`config.mk`:
```
export PLATFORM = sky130hd
export DESIGN_NAME = phy_status_and_id_regs
export DESIGN_NICKNAME = d
export VERILOG_FILES = /design/src/phy_mgmt_pkg.sv /design/src/phy_status_and_id_regs.sv
export SDC_FILE = /design/constraint.sdc
export NUM_CORES = 1
export LEC_CHECK = 0
export ABC_AREA = 0
export BUFFER_PORTS_ARGS = -buffer_cell sky130_fd_sc_hd__buf_2
export CORE_UTILIZATION = 33
export DETAILED_ROUTE_END_ITERATION = 8
export PLACE_DENSITY = 0.49
export SYNTH_ARGS = -nofsm -noshare
export SYNTH_HDL_FRONTEND = slang
export SYNTH_SLANG_ARGS = --single-unit
```
`constraint.sdc`:
```
create_clock -name i_clk -period 2.42 [get_ports i_clk]
set_input_delay 0.242 -clock i_clk [delete_from_list [all_inputs] [get_ports i_clk]]
set_output_delay 0.242 -clock i_clk [all_outputs]
set_load 0.01 [all_outputs]
```
`src/phy_mgmt_pkg.sv`:
```
// constants, register map and status carrier for the management register block
package phy_mgmt_pkg;

   // register addresses on the management bus
   localparam logic [4:0] REG_BASIC_STATUS  = 5'h01;
   localparam logic [4:0] REG_ID_HIGH       = 5'h02;

   // basic status word bit positions
   localparam int unsigned STS_T4_BIT       = 15;
   localparam int unsigned STS_ABIL_HI_BIT  = 14;
   localparam int unsigned STS_ABIL_LO_BIT  = 11;
   localparam int unsigned STS_RSVD_HI_BIT  = 10;
   localparam int unsigned STS_RSVD_LO_BIT  = 7;
   localparam int unsigned STS_PRE_SKIP_BIT = 6;
   localparam int unsigned STS_ANEG_CPL_BIT = 5;
   localparam int unsigned STS_RFAULT_BIT   = 4;
   localparam int unsigned STS_ANEG_ABL_BIT = 3;
   localparam int unsigned STS_LINK_BIT     = 2;
   localparam int unsigned STS_JABBER_BIT   = 1;
   localparam int unsigned STS_EXT_CAP_BIT  = 0;

   // reset values of the latched status bits
   localparam logic RST_ANEG_CPL = 1'b0;
   localparam logic RST_RFAULT   = 1'b0;
   localparam logic RST_LINK     = 1'b0;
   localparam logic RST_JABBER   = 1'b0;

   // management frame layout, counted in bits
   localparam logic [5:0] PREAMBLE_BITS = 6'h20;
   localparam logic [4:0] HDR_LAST_BIT  = 5'h0C;
   localparam logic [4:0] DATA_BITS     = 5'h10;
   localparam logic [4:0] SKIP_LAST_BIT = 5'h11;
   localparam logic [1:0] OP_READ       = 2'b10;

   // status events from the negotiation and link logic
   typedef struct packed {
      logic aneg_done;
      logic remote_fault;
      logic link_up;
      logic jabber;
   } phy_status_s;

   // management pin group
   typedef struct packed {
      logic mdio_o;
      logic mdio_oe;
   } mdio_drive_s;

endpackage

```
`src/phy_status_and_id_regs.sv`:
```
// management register block: basic status word and high identifier word over mdc/mdio
`timescale 1ns/1ps

module phy_status_and_id_regs #(
   parameter logic [15:0] ID_HIGH_VALUE = 16'h0A5C  // arbitrary value
) (
   input  wire logic                        i_clk,
   input  wire logic                        i_rst_n,
   input  wire logic [4:0]                  i_phy_addr,
   input  wire logic                        i_mdc,
   input  wire logic                        i_mdio,
   input  wire phy_mgmt_pkg::phy_status_s   i_status,
   output phy_mgmt_pkg::mdio_drive_s        o_mdio,
   output logic [15:0]                      o_status_word
);

   typedef enum logic [2:0] {
      ST_PRE,
      ST_HDR,
      ST_TA,
      ST_READ,
      ST_SKIP
   } frame_e;

   frame_e      state_r,  state_nxt;
   logic        mdc_r,    mdc_nxt;
   logic [5:0]  ones_r,   ones_nxt;
   logic [4:0]  cnt_r,    cnt_nxt;
   logic [12:0] hdr_r,    hdr_nxt;
   logic [15:0] shift_r,  shift_nxt;
   logic        out_r,    out_nxt;
   logic        oe_r,     oe_nxt;
   logic        aneg_r,   aneg_nxt;
   logic        rf_r,     rf_nxt;
   logic        link_r,   link_nxt;
   logic        jab_r,    jab_nxt;

   // combinational helpers
   logic        rise;
   logic        sts_read;
   logic [12:0] hdr_full;
   logic [15:0] status_word;
   logic [15:0] read_data;

   // mdc rise against the previous sample
   assign rise     = i_mdc & ~mdc_r;
   assign hdr_full = {hdr_r[11:0], i_mdio};

   // compose the status word
   always_comb begin
      status_word = 16'h0000;
      status_word[phy_mgmt_pkg::STS_ABIL_HI_BIT:phy_mgmt_pkg::STS_ABIL_LO_BIT] = 4'hF;
      status_word[phy_mgmt_pkg::STS_T4_BIT]        = 1'b0;
      status_word[phy_mgmt_pkg::STS_RSVD_HI_BIT:phy_mgmt_pkg::STS_RSVD_LO_BIT] = 4'h0;
      status_word[phy_mgmt_pkg::STS_PRE_SKIP_BIT]  = 1'b0;
      status_word[phy_mgmt_pkg::STS_ANEG_CPL_BIT]  = aneg_r;
      status_word[phy_mgmt_pkg::STS_RFAULT_BIT]    = rf_r;
      status_word[phy_mgmt_pkg::STS_ANEG_ABL_BIT]  = 1'b1;
      status_word[phy_mgmt_pkg::STS_EXT_CAP_BIT]   = 1'b1;
      status_word[phy_mgmt_pkg::STS_LINK_BIT]      = link_r;
      status_word[phy_mgmt_pkg::STS_JABBER_BIT]    = jab_r;
   end

   // address decode of a read frame, unmapped registers read zero
   always_comb begin
      case (hdr_full[4:0])
         phy_mgmt_pkg::REG_BASIC_STATUS: read_data = status_word;
         phy_mgmt_pkg::REG_ID_HIGH:      read_data = ID_HIGH_VALUE;
         default:                        read_data = 16'h0000;
      endcase
   end

   // frame sequencer next state
   always_comb begin
      state_nxt = state_r;
      mdc_nxt   = i_mdc;
      ones_nxt  = ones_r;
      cnt_nxt   = cnt_r;
      hdr_nxt   = hdr_r;
      shift_nxt = shift_r;
      out_nxt   = out_r;
      oe_nxt    = oe_r;
      sts_read  = 1'b0;
      if (rise) begin
         case (state_r)
            // only a full preamble opens a frame
            ST_PRE: begin
               if (i_mdio) begin
                  if (ones_r != phy_mgmt_pkg::PREAMBLE_BITS) begin
                     ones_nxt = ones_r + 6'h01;
                  end
               end else if (ones_r == phy_mgmt_pkg::PREAMBLE_BITS) begin
                  state_nxt = ST_HDR;
                  cnt_nxt   = 5'h00;
                  ones_nxt  = 6'h00;
               end else begin
                  ones_nxt = 6'h00;
               end
            end
            ST_HDR: begin
               hdr_nxt = hdr_full;
               cnt_nxt = cnt_r + 5'h01;
               if (cnt_r == phy_mgmt_pkg::HDR_LAST_BIT) begin
                  cnt_nxt = 5'h00;
                  if (hdr_full[12] && hdr_full[11:10] == phy_mgmt_pkg::OP_READ
                      && hdr_full[9:5] == i_phy_addr) begin
                     state_nxt = ST_TA;
                     shift_nxt = read_data;
                     sts_read  = (hdr_full[4:0] == phy_mgmt_pkg::REG_BASIC_STATUS);
                  end else begin
                     state_nxt = ST_SKIP;
                  end
               end
            end
            // turnaround, second bit driven low
            ST_TA: begin
               oe_nxt    = 1'b1;
               out_nxt   = 1'b0;
               state_nxt = ST_READ;
            end
            ST_READ: begin
               cnt_nxt = cnt_r + 5'h01;
               if (cnt_r == phy_mgmt_pkg::DATA_BITS) begin
                  oe_nxt    = 1'b0;
                  out_nxt   = 1'b0;
                  state_nxt = ST_PRE;
                  cnt_nxt   = 5'h00;
               end else begin
                  // snapshot leaves msb first
                  out_nxt   = shift_r[15];
                  shift_nxt = {shift_r[14:0], 1'b0};
               end
            end
            // let a refused frame pass by
            ST_SKIP: begin
               cnt_nxt = cnt_r + 5'h01;
               if (cnt_r == phy_mgmt_pkg::SKIP_LAST_BIT) begin
                  state_nxt = ST_PRE;
                  cnt_nxt   = 5'h00;
               end
            end
            // recover from an illegal state
            default: begin
               state_nxt = ST_PRE;
               oe_nxt    = 1'b0;
            end
         endcase
      end
   end

   // latched status next values, a new event beats the read clear
   always_comb begin
      aneg_nxt = (sts_read ? 1'b0 : aneg_r) | i_status.aneg_done;
      rf_nxt   = (sts_read ? 1'b0 : rf_r) | i_status.remote_fault;
      link_nxt = (sts_read ? 1'b1 : link_r) & i_status.link_up;
      jab_nxt  = (sts_read ? 1'b0 : jab_r) | i_status.jabber;
   end

   // frame sequencer registers
   always_ff @(posedge i_clk) begin
      if (!i_rst_n) begin
         state_r <= ST_PRE;
         mdc_r   <= 1'b0;
         ones_r  <= 6'h00;
         cnt_r   <= 5'h00;
         hdr_r   <= 13'h0000;
         shift_r <= 16'h0000;
         out_r   <= 1'b0;
         oe_r    <= 1'b0;
      end else begin
         state_r <= state_nxt;
         mdc_r   <= mdc_nxt;
         ones_r  <= ones_nxt;
         cnt_r   <= cnt_nxt;
         hdr_r   <= hdr_nxt;
         shift_r <= shift_nxt;
         out_r   <= out_nxt;
         oe_r    <= oe_nxt;
      end
   end

   // status latch registers
   always_ff @(posedge i_clk) begin
      if (!i_rst_n) begin
         aneg_r  <= phy_mgmt_pkg::RST_ANEG_CPL;
         rf_r    <= phy_mgmt_pkg::RST_RFAULT;
         link_r  <= phy_mgmt_pkg::RST_LINK;
         jab_r   <= phy_mgmt_pkg::RST_JABBER;
      end else begin
         aneg_r  <= aneg_nxt;
         rf_r    <= rf_nxt;
         link_r  <= link_nxt;
         jab_r   <= jab_nxt;
      end
   end

   assign o_mdio        = '{
      mdio_o:  out_r,
      mdio_oe: oe_r
   };
   assign o_status_word = status_word;

endmodule

```
==> summary.md, run 1 <==
| Metric | Value |
|---|---|
| RD Place Congestion | `0.7538` |
| Reg2reg setup slack | `0.44 ns` |
| GRT overflow | `0` |
| Initial antenna violation count | `0` |
| Share of Yosys cell area claimed by the top area cell type | `0.3851` |
| Die W | `89.86 um` |
| Fraction of layout cells with a size suffix above 1 | `0.1502` |
| Clk pin slew, worst setup/hold paths | `0.10 ns` |
| Clock Sinks | `49` |
| Vias/cell | `5.068` |
| CTS tree | `built` |
| Met3 wire len | `158 um` |
| Via count | `2,088` |
| Port Buffers | `18` |
| Die Y-Extent | `89.86 um` |
| Sw Ratio | `0.2453` |
| Sequential power share | `0.574` |
| Number of synthesized flops with an enable pin | `0` |
| Worst EP required | `roughly 2.7 ns` |
| Unrepaired setup endpoints after global routing | `no` |
| Flops & latches, synth | `49` |
| Post-synthesis area per instance | `between 8 and 9 um^2` |
| Setup Viol. Count Final | `0` |
| CTS Root Buffer Type | `clkbuf_8` |
| P per Cell Area | `523.0 mW/mm^2` |
| Final worst-path cycle share | `0.8169` |
| Post-CTS Setup Repair Bufs | `0` |
| Top_reg_cell synth | `dfxtp_1` |
| Max Clk Rate | `0.5059 GHz` |
| Largest net degree at the start of global routing | `28` |
| Post-Route Setup TNS | `0 ns` |
| Worst skew pair latency | `0.31 ns` |
| Fin. Hold Viols | `0` |
| Setup crit start | `cnt_r[0]$_SDFFE_PN0P_` |
| Fin Hold WS | `0.1343 ns` |
| Finished Layout Cells | `~400` |
| WP data arrival | `2.21 ns` |
| Seq/Total Area, Yosys | `0.3851` |
| Count leader, synth | `dfxtp_1` |
| Global-route wire length before repair | `9611 um` |
| Num CTS Buffers | `5` |
| WHS Path Cells | `3` |
| Dominant cells by area after synthesis | `dfxtp_1 (39%), a21oi_1 (7.7%), nand2_1 (6.2%)` |
| Worst R2R End | `state_r[0]$_SDFFE_PN0P_` |
| Multi-input gate area | `0.001350 mm^2` |
| Post-synthesis cell count | `around 300` |
| R2R Path Start | `cnt_r[0]$_SDFFE_PN0P_` |
| Final Skew | `0.009715 ns` |
| # H-tree levels | `2` |
| Post-DP HPWL | `just under 4000 um` |
| Die area | `0.008075 mm^2` |
| Min-Delay Path Class | `primary input to flip-flop` |
| Worst Setup Slack post-DPL | `0.4665 ns` |
| Fin util | `0.3701` |
| I/O pin count | `31` |
| Fillers | `a little over 800` |
| Int Pwr | `around 1.1 mW` |
| Register Area | `980.9 um^2` |
| Routed len/inst | `approximately 13 um` |
| Post-synth ARST share | `0` |
| Placed Area | `0.002631 mm^2` |
| WL final | `approximately 5500 um` |
| Status | `completed` |
| Synth warn | `0` |
| Max-cap violations | `0` |
| Layout area overhead | `7.073%` |
| FP Rows | `31` |
| Critical path class | `flip-flop to flip-flop` |
| Pre-antenna DRT Iters | `4` |
| Total GRT Usage | `0.1435` |
| VDD IR max | `~0.00026 V` |
| Residual DRC count | `0` |
| Final Instance Area | `about 0.0027 mm^2` |
| Clock share of power | `0.362` |
| Final worst slack | `0.4432 ns` |
| Initial DRC count | `68` |
| Max_slew headroom | `0.6523` |
| Nets@finish | `330` |
| Worst Tran Pin Value | `0.5172 ns` |
| Comb power frac | `0.064` |
| Distinct cells, synth | `55` |
| Worst setup EP type | `flip-flop` |
| Vias in the first global route | `2,004` |
| Slew Viols, Final | `0` |
| Post-Syn Area | `~0.0025 mm^2` |
| Met2 WL | `roughly 2600 um` |
| Inserted Diodes | `0` |
| CP max FO | `10` |
| Placed cells | `between 400 and 500` |
| NetSw | `0.3499 mW` |
| Core area | `around 0.0074 mm^2` |
| R2R cell count | `6` |
| Max Root-Sink Buffers | `2` |
| Post-CTS resize count | `0` |
| Period minus WS final | `1.977 ns` |
| Hold EP | `rf_r$_SDFF_PN0_` |
| Post-synth top cells | `dfxtp_1 (49), nand2_1 (42), a21oi_1 (39)` |
| HP Start | `i_status[2]` |
| Area leader, netlist | `dfxtp_1` |
| Total power | `approximately 1.4 mW` |
| Hold_buf cts | `0` |
| Nature of the critical path startpoint | `flip-flop` |
| Total leakage power | `0.9614 nW` |
| Initial core utilization | `0.3457` |
| M1 WL | `2708 um` |
| Top Layer Used | `met4` |
| Final antenna-violating net count | `0` |
## power groups by stage
stage	clock, mW	sequential [mW]	combinational (mW)
after floorplan	0	0.836	0.0803
after global placement	0	0.838	0.0923
after detailed placement	0	0.838	0.0924
after CTS	0.538	0.820	0.0925
after global routing	0.572	0.821	0.103
final	0.516	0.819	0.0912
## cells in the final DEF (no fill, tap or decap), drive strengths merged, types with 8 or more instances in the layout
cell type   n
nor2       22
buf        25
inv         8
nand2      44
conb       12
a211oi      8
xor2        9
a21oi      39
dfxtp      49
nand3       8
## how the worst max path moves through the flow
| stage | slack (ns) | to | cells past startpoint |
|---|---|---|---|
| after floorplan | 0.71 | state_r[0]$_SDFFE_PN0P_ | 7 |
| after global placement | 0.48 | state_r[0]$_SDFFE_PN0P_ | 6 |
| after detailed placement | 0.47 | state_r[1]$_SDFFE_PN0P_ | 6 |
| after CTS | 0.45 | state_r[0]$_SDFFE_PN0P_ | 6 |
| after global routing | 0.21 | shift_r[1]$_SDFFE_PN0P_ | 7 |
| final | 0.44 | state_r[0]$_SDFFE_PN0P_ | 6 |
## cell type report
class                           count  area share
Multi-Input combinational cell    222      0.4950
Sequential cell                    49      0.3596
Timing Repair Buffer               25     0.05229
Tap cell                           99     0.04541
Clock buffer                        6     0.03028
Inverter                            9     0.01239
Clock inverter                      2    0.005046
## flip-flops by register name, indices dropped and copies added, names as in the netlist, 3 cells and up
name and flops:
state_r 3, hdr_r 12, ones_r 6, cnt_r 5, shift_r 16
## cell families after synthesis
| kind of cell | synth area share |
|---|---|
| buf+inv | 0.09970 |
| flops | 0.3851 |
| compound gates | 0.2029 |
| mux | 0.01572 |
| simple gates | 0.2382 |
| fa+ha+maj | 0.02456 |
| other cells | 0.002948 |
| xor+xnor | 0.03094 |
## layer usage
| layer | track usage | up-vias |
|---|---|---|
| li1 | - | 1064 |
| met1 | 0.1918 | 990 |
| met2 | 0.2333 | 28 |
| met3 | 0.02792 | 6 |
| met4 | 0.04435 | 0 |
| met5 | 0 | - |
## worst max-delay path, stage by stage (launching register included)
cell,delay (ns)
dfxtp_1,0.36
inv_1,0.09
ha_1,0.21
nand4b_1,0.20
a221o_1,0.53
or3_1,0.39
a21oi_1,0.12
No activity file was read; power rests on OpenSTA's default activity.
==> inputs of run 2 (changes only) <==
ABC_AREA = 1   (was 0)
clock period = 2 ns   (was 2.42 ns; I/O delays follow)
==> summary.md, run 2 <==
| Metric | Value |
|---|---|
| Status | `completed` |
| NetSw | `around 1.2 mW` |
| Dominant cells by area after synthesis | `dfxtp_1 (36%), nand2_1 (14%), nor2_1 (9.8%)` |
| Vias in the first global route | `2,215` |
| Slowest CP cell | `dfxtp_1` |
| Worst setup EP type | `flip-flop` |
| Nets@finish | `between 400 and 500` |
| GRT Max-Usage Layer | `met2` |
| Final worst slack | `0.2383 ns` |
| Top_reg_cell synth | `dfxtp_1` |
| GRT overflow | `0` |
| Biggest regs | `shift_r (16), hdr_r (12), ones_r (6)` |
| Seq/Total Area, Yosys | `0.3603` |
| Distinct cells, synth | `30` |
| Post-synth ARST share | `0` |
| Worst R2R End | `shift_r[7]$_SDFFE_PN0P_` |
| Most frequent cells in the layout | `nand2_1 (103), nor2_1 (71), inv_1 (49), dfxtp_1 (49), a21oi_1 (35)` |
| Share of Yosys cell area claimed by the top area cell type | `0.3603` |
| Die Y-Extent | `92.83 um` |
| R2R Path Start | `cnt_r[0]$_SDFFE_PN0P_` |
| Min-Delay Path Class | `primary input to flip-flop` |
| Worst EP required | `between 2 and 2.5 ns` |
| Met1 GRT Util | `0.1896` |
| Period minus WS final | `1.762 ns` |
| Fraction of layout cells with a size suffix above 1 | `0.1088` |
| Port Buffers | `18` |
| Post-synthesis cell count | `between 400 and 500` |
| WP data arrival | `1.96 ns` |
| Core area | `0.007848 mm^2` |
| Area leader, netlist | `dfxtp_1` |
| Clock share of power | `0.216` |
| Fin. Hold Viols | `0` |
| Worst Setup Slack post-DPL | `0.2508 ns` |
| Hold_buf cts | `0` |
| Die area | `0.008617 mm^2` |
| Die W | `92.83 um` |
| Post-Syn Area | `0.002723 mm^2` |
| Critical path class | `flip-flop to flip-flop` |
| Slew Viols, Final | `0` |
| Total power | `3.022 mW` |
| Max reg flops | `16` |
| Post-DP HPWL | `4129 um` |
| Flops & latches, synth | `49` |
| Routed len/inst | `10.60 um` |
| Vias/cell | `4.472` |
| Via count | `2,388` |
| Sw Ratio | `0.4054` |
| Post-Route Setup TNS | `0 ns` |
| Total GRT Usage | `0.1428` |
| CP cell instances | `inv_1 > ha_1 > nand2_1 > nor2_2 > inv_2 > nand2_4 > nand2_4 > nor2_8 > buf_4 > nand3_1 > nand2_1 > nor2_1` |
| Nature of the critical path startpoint | `flip-flop` |
| CP Capture Point | `shift_r[7]$_SDFFE_PN0P_` |
| Post-synthesis area per instance | `6.513 um^2` |
| Final Skew | `0.01115 ns` |
| P per Cell Area | `1030 mW/mm^2` |
| Count leader, synth | `nand2_1` |
| Met2 usage | `0.2390` |
| WL final | `approximately 5700 um` |
| Final worst-path cycle share | `0.8809` |
| R2R cell count | `12` |
| Worst skew pair latency | `0.31 ns` |
| Initial DRC count | `112` |
| Comb power frac | `0.374` |
| CTS tree | `built` |
| Total leakage power | `1.344 nW` |
| Max stage delay on crit path | `around 0.37 ns` |
| Reg2reg setup slack | `0.24 ns` |
| Residual DRC count | `0` |
| I/O pin count | `31` |
| Sequential power share | `0.410` |
| Number of synthesized flops with an enable pin | `0` |
| Critical path depth in cells | `12` |
| Unrepaired setup endpoints after global routing | `no` |
| Clk pin slew, worst setup/hold paths | `0.10 ns` |
| Grt met3 use | `0.02217` |
| WHS Path Cells | `3` |
| Post-CTS Setup Repair Bufs | `0` |
| Max Root-Sink Buffers | `2` |
| Max-cap violations | `0` |
| Layout area overhead | `7.813%` |
| VDD IR max | `0.0003408 V` |
| Max Clk Rate | `0.5676 GHz` |
| Post-synth top cells | `nand2_1 (103), nor2_1 (71), dfxtp_1 (49), inv_1 (49), a21oi_1 (35)` |
| Commonest non-fill, non-tap cell in the layout | `nand2_1` |
| Global-route wire length before repair | `9908 um` |
| # H-tree levels | `2` |
| Setup crit start | `cnt_r[0]$_SDFFE_PN0P_` |
| WP buf/inv | `3` |
| Synth warn | `0` |
| Initial antenna violation count | `0` |
| Inserted Diodes | `0` |
| Num CTS Buffers | `5` |
| Clock Sinks | `between 40 and 50` |
| Post-CTS resize count | `0` |
| Int Pwr | `around 1.8 mW` |
| Final antenna-violating net count | `0` |
| Setup Viol. Count Final | `0` |
| CTS Root Buffer Type | `clkbuf_8` |
| RD Place Congestion | `0.7700` |
| CP delay by family, top | `simple AND/OR/NAND/NOR gates` |
| CP max FO | `19` |
| Largest net degree at the start of global routing | `21` |
| Initial core utilization | `0.3469` |
| Pre-antenna DRT Iters | `6` |
| Reg with most FFs | `shift_r` |
| FP Rows | `32` |
run 2: area by class of cell:
type,count,area (um^2)
Fill cell,895,4912
Multi-Input combinational cell,299,1389
Sequential cell,49,980.9
Inverter,50,187.7
Timing Repair Buffer,26,150.1
Tap cell,102,127.6
Clock buffer,6,82.58
Clock inverter,2,17.52
run 2: worst reg2reg max path: cells and delay by family (launching register included):
family	cells	cell delay [ns]
simple gates	8	0.76
flops	1	0.37
buf+inv	3	0.35
fa+ha+maj	1	0.18
run 2: stage by stage:
stage / util / cells / area [um^2] / hold WS, ns
after floorplan: - / 428 / 2760 / 0.2935
after global placement: 0.3613 / 526 / 2835 / 0.3927
after detailed placement: 0.3613 / 526 / 2835 / 0.4065
after CTS: 0.3740 / 534 / 2935 / 0.07883
after global routing: 0.3740 / 534 / 2935 / 0.08459
final: 0.3740 / 534 / 2935 / 0.09114
run 2: how the worst min path moves through the flow:
stage / to / from
2_1_floorplan: mdc_r$_SDFF_PN0_ / i_mdc
3_3_place_gp: mdc_r$_SDFF_PN0_ / i_mdc
3_5_place_dp: mdc_r$_SDFF_PN0_ / i_mdc
4_1_cts: link_r$_SDFF_PN0_ / i_status[1]
5_1_grt: rf_r$_SDFF_PN0_ / i_status[2]
6_report: rf_r$_SDFF_PN0_ / i_status[2]
run 2: power by group through the flow:
stage | registers, mW | logic [mW] | clock network, mW
final | 1.24 | 1.13 | 0.653
after CTS | 1.24 | 1.14 | 0.682
after floorplan | 1.23 | 0.925 | 0
after global routing | 1.26 | 1.32 | 0.713
after detailed placement | 1.26 | 1.14 | 0
after global placement | 1.26 | 1.15 | 0
run 2: cells by family after synthesis:
logic type | synth area share
and+or+nand+nor | 0.3461
buffers and inverters | 0.1434
AOI/OAI and AO/OA | 0.1117
DFF | 0.3603
adders and majority gates | 0.02298
xor gates and xnor gates | 0.01287
other | 0.002758
run 2: routing by layer:
metal	share of wire	vias to the layer above
met5	0	-
met4	0.0053	0
met3	0.030	2
met2	0.44	35
met1	0.52	1056
li1	-	1295
==> inputs of run 3 (changes only) <==
CORE_UTILIZATION = 30   (was 33)
PLACE_DENSITY = 0.46   (was 0.49)
==> summary.md, run 3 (synthesis results as in run 2) <==
| Metric | Value |
|---|---|
| Period minus WS final | `1.770 ns` |
| Placed cells | `between 500 and 600` |
| Nets@finish | `448` |
| Clk pin slew, worst setup/hold paths | `around 0.1 ns` |
| Initial core utilization | `0.3107` |
| I/O pin count | `31` |
| Worst setup EP type | `flip-flop` |
| Routed len/inst | `10.81 um` |
| Max reg flops | `16` |
| Fin. Hold Viols | `0` |
| CTS tree | `built` |
| Critical path class | `flip-flop to flip-flop` |
| Min-Delay Path Class | `primary input to flip-flop` |
| CP cell instances | `inv_1 > ha_1 > nand2_1 > nor2_2 > inv_2 > nand2_4 > nand2_4 > nor2_8 > nand2_2 > nor2_1 > nor2_1` |
| Fin Hold WS | `0.09223 ns` |
| FP Rows | `34` |
| Worst skew pair latency | `0.30 ns` |
| Unrepaired setup endpoints after global routing | `no` |
| Die Y-Extent | `slightly below 100 um` |
| Max-cap violations | `0` |
| Residual DRC count | `0` |
| P per Cell Area | `1048 mW/mm^2` |
| # H-tree levels | `2` |
| RD Place Congestion | `0.7599` |
| Max_slew headroom | `0.6379` |
| Core area | `0.008763 mm^2` |
| Setup Viol. Count Final | `0` |
| CP delay by family, top | `simple AND/OR/NAND/NOR gates` |
| Inserted Diodes | `0` |
| Most frequent cells in the layout | `nand2_1 (103), nor2_1 (71), inv_1 (49), dfxtp_1 (49), a21oi_1 (35)` |
| Via count | `2,369` |
| Fin util | `0.3362` |
| GRT overflow | `0` |
| Pre-antenna DRT Iters | `4` |
| Final Skew | `0.01156 ns` |
| Final antenna-violating net count | `0` |
| Reg with most FFs | `shift_r` |
| Max Root-Sink Buffers | `2` |
| Post-CTS resize count | `0` |
| Die W | `97.27 um` |
| Global-route wire length before repair | `10,250 um` |
| Worst EP required | `~2.2 ns` |
| Total leakage power | `1.342 nW` |
| Max stage delay on crit path | `0.36 ns` |
| Nature of the critical path startpoint | `flip-flop` |
| Port Buffers | `18` |
| Placed Area | `0.002835 mm^2` |
| Post-Route Setup TNS | `0 ns` |
| Status | `completed` |
| Final Instance Area | `about 0.0029 mm^2` |
| Fraction of layout cells with a size suffix above 1 | `0.1044` |
| Initial DRC count | `122` |
| WP data arrival | `1.98 ns` |
| Layout area overhead | `8.226%` |
| Post-DP HPWL | `around 4300 um` |
| Slowest CP cell | `dfxtp_1` |
| Initial antenna violation count | `0` |
| Largest net degree at the start of global routing | `26` |
| Final worst-path cycle share | `0.8851` |
| CTS Root Buffer Type | `clkbuf_8` |
| Clock Sinks | `49` |
| Commonest non-fill, non-tap cell in the layout | `nand2_1` |
| Num CTS Buffers | `5` |
| Max Clk Rate | `0.5649 GHz` |
| WL final | `approximately 5800 um` |
| Slew Viols, Final | `0` |
| Final worst slack | `approximately 0.23 ns` |
| Worst Setup Slack post-DPL | `approximately 0.23 ns` |
| Hold_buf cts | `0` |
| Total GRT Usage | `0.1308` |
| Vias/cell | `about 4.4` |
| Biggest regs | `shift_r (16), hdr_r (12), ones_r (6)` |
| Total power | `3.087 mW` |
| Die area | `0.009460 mm^2` |
| Worst Tran Pin Value | `0.5426 ns` |
| Finished Layout Cells | `539` |
| Post-CTS Setup Repair Bufs | `0` |
| WP buf/inv | `2` |
| Vias in the first global route | `2,184` |
| CP max FO | `25` |
| VDD IR max | `0.0004039 V` |
## run 3: area by class of cell
class	instances	area, um^2
fillers	1005	5817
multi-input cells	299	1389
repair buffers	25	142.6
clock inverters	2	38.79
inverters	50	187.7
well taps	108	135.1
clock buffers	6	72.57
flip-flops and latches	49	980.9
## run 3: power breakdown
| group | total (mW) | internal, mW | switching [mW] |
|---|---|---|---|
| combinational | 1.13 | 0.365 | 0.761 |
| sequential | 1.23 | 1.13 | 0.104 |
| clock | 0.729 | 0.376 | 0.353 |
## run 3: worst register-to-register path, stage by stage, from the launching register on
cell     delay [ns]
dfxtp_1        0.36
inv_1          0.09
ha_1           0.18
nand2_1        0.08
nor2_2         0.12
inv_2          0.06
nand2_4        0.07
nand2_4        0.06
nor2_8         0.31
nand2_2        0.18
nor2_1         0.12
nor2_1         0.05
## run 3: worst paths after layout
path / start / to / slack, ns / cells after the start
setup / recovery: cnt_r[0]$_SDFFE_PN0P_ / shift_r[2]$_SDFFE_PN0P_ / 0.23 / 11
hold reg to reg: oe_r$_SDFFE_PN0P_ / oe_r$_SDFFE_PN0P_ / 0.47 / 2
setup reg to reg: cnt_r[0]$_SDFFE_PN0P_ / shift_r[2]$_SDFFE_PN0P_ / 0.23 / 11
hold / removal: i_status[0] / jab_r$_SDFF_PN0_ / 0.09 / 3
## run 3: per-layer routing
metal | global-route usage | up-vias | routed length, um | part of all wire
li1 | - | 1297 | - | -
met5 | 0 | - | 0 | 0
met4 | 0.03733 | 0 | 59 | 0.010
met2 | 0.2161 | 32 | 2579 | 0.44
met3 | 0.02590 | 4 | 159 | 0.027
met1 | 0.1732 | 1036 | 3027 | 0.52
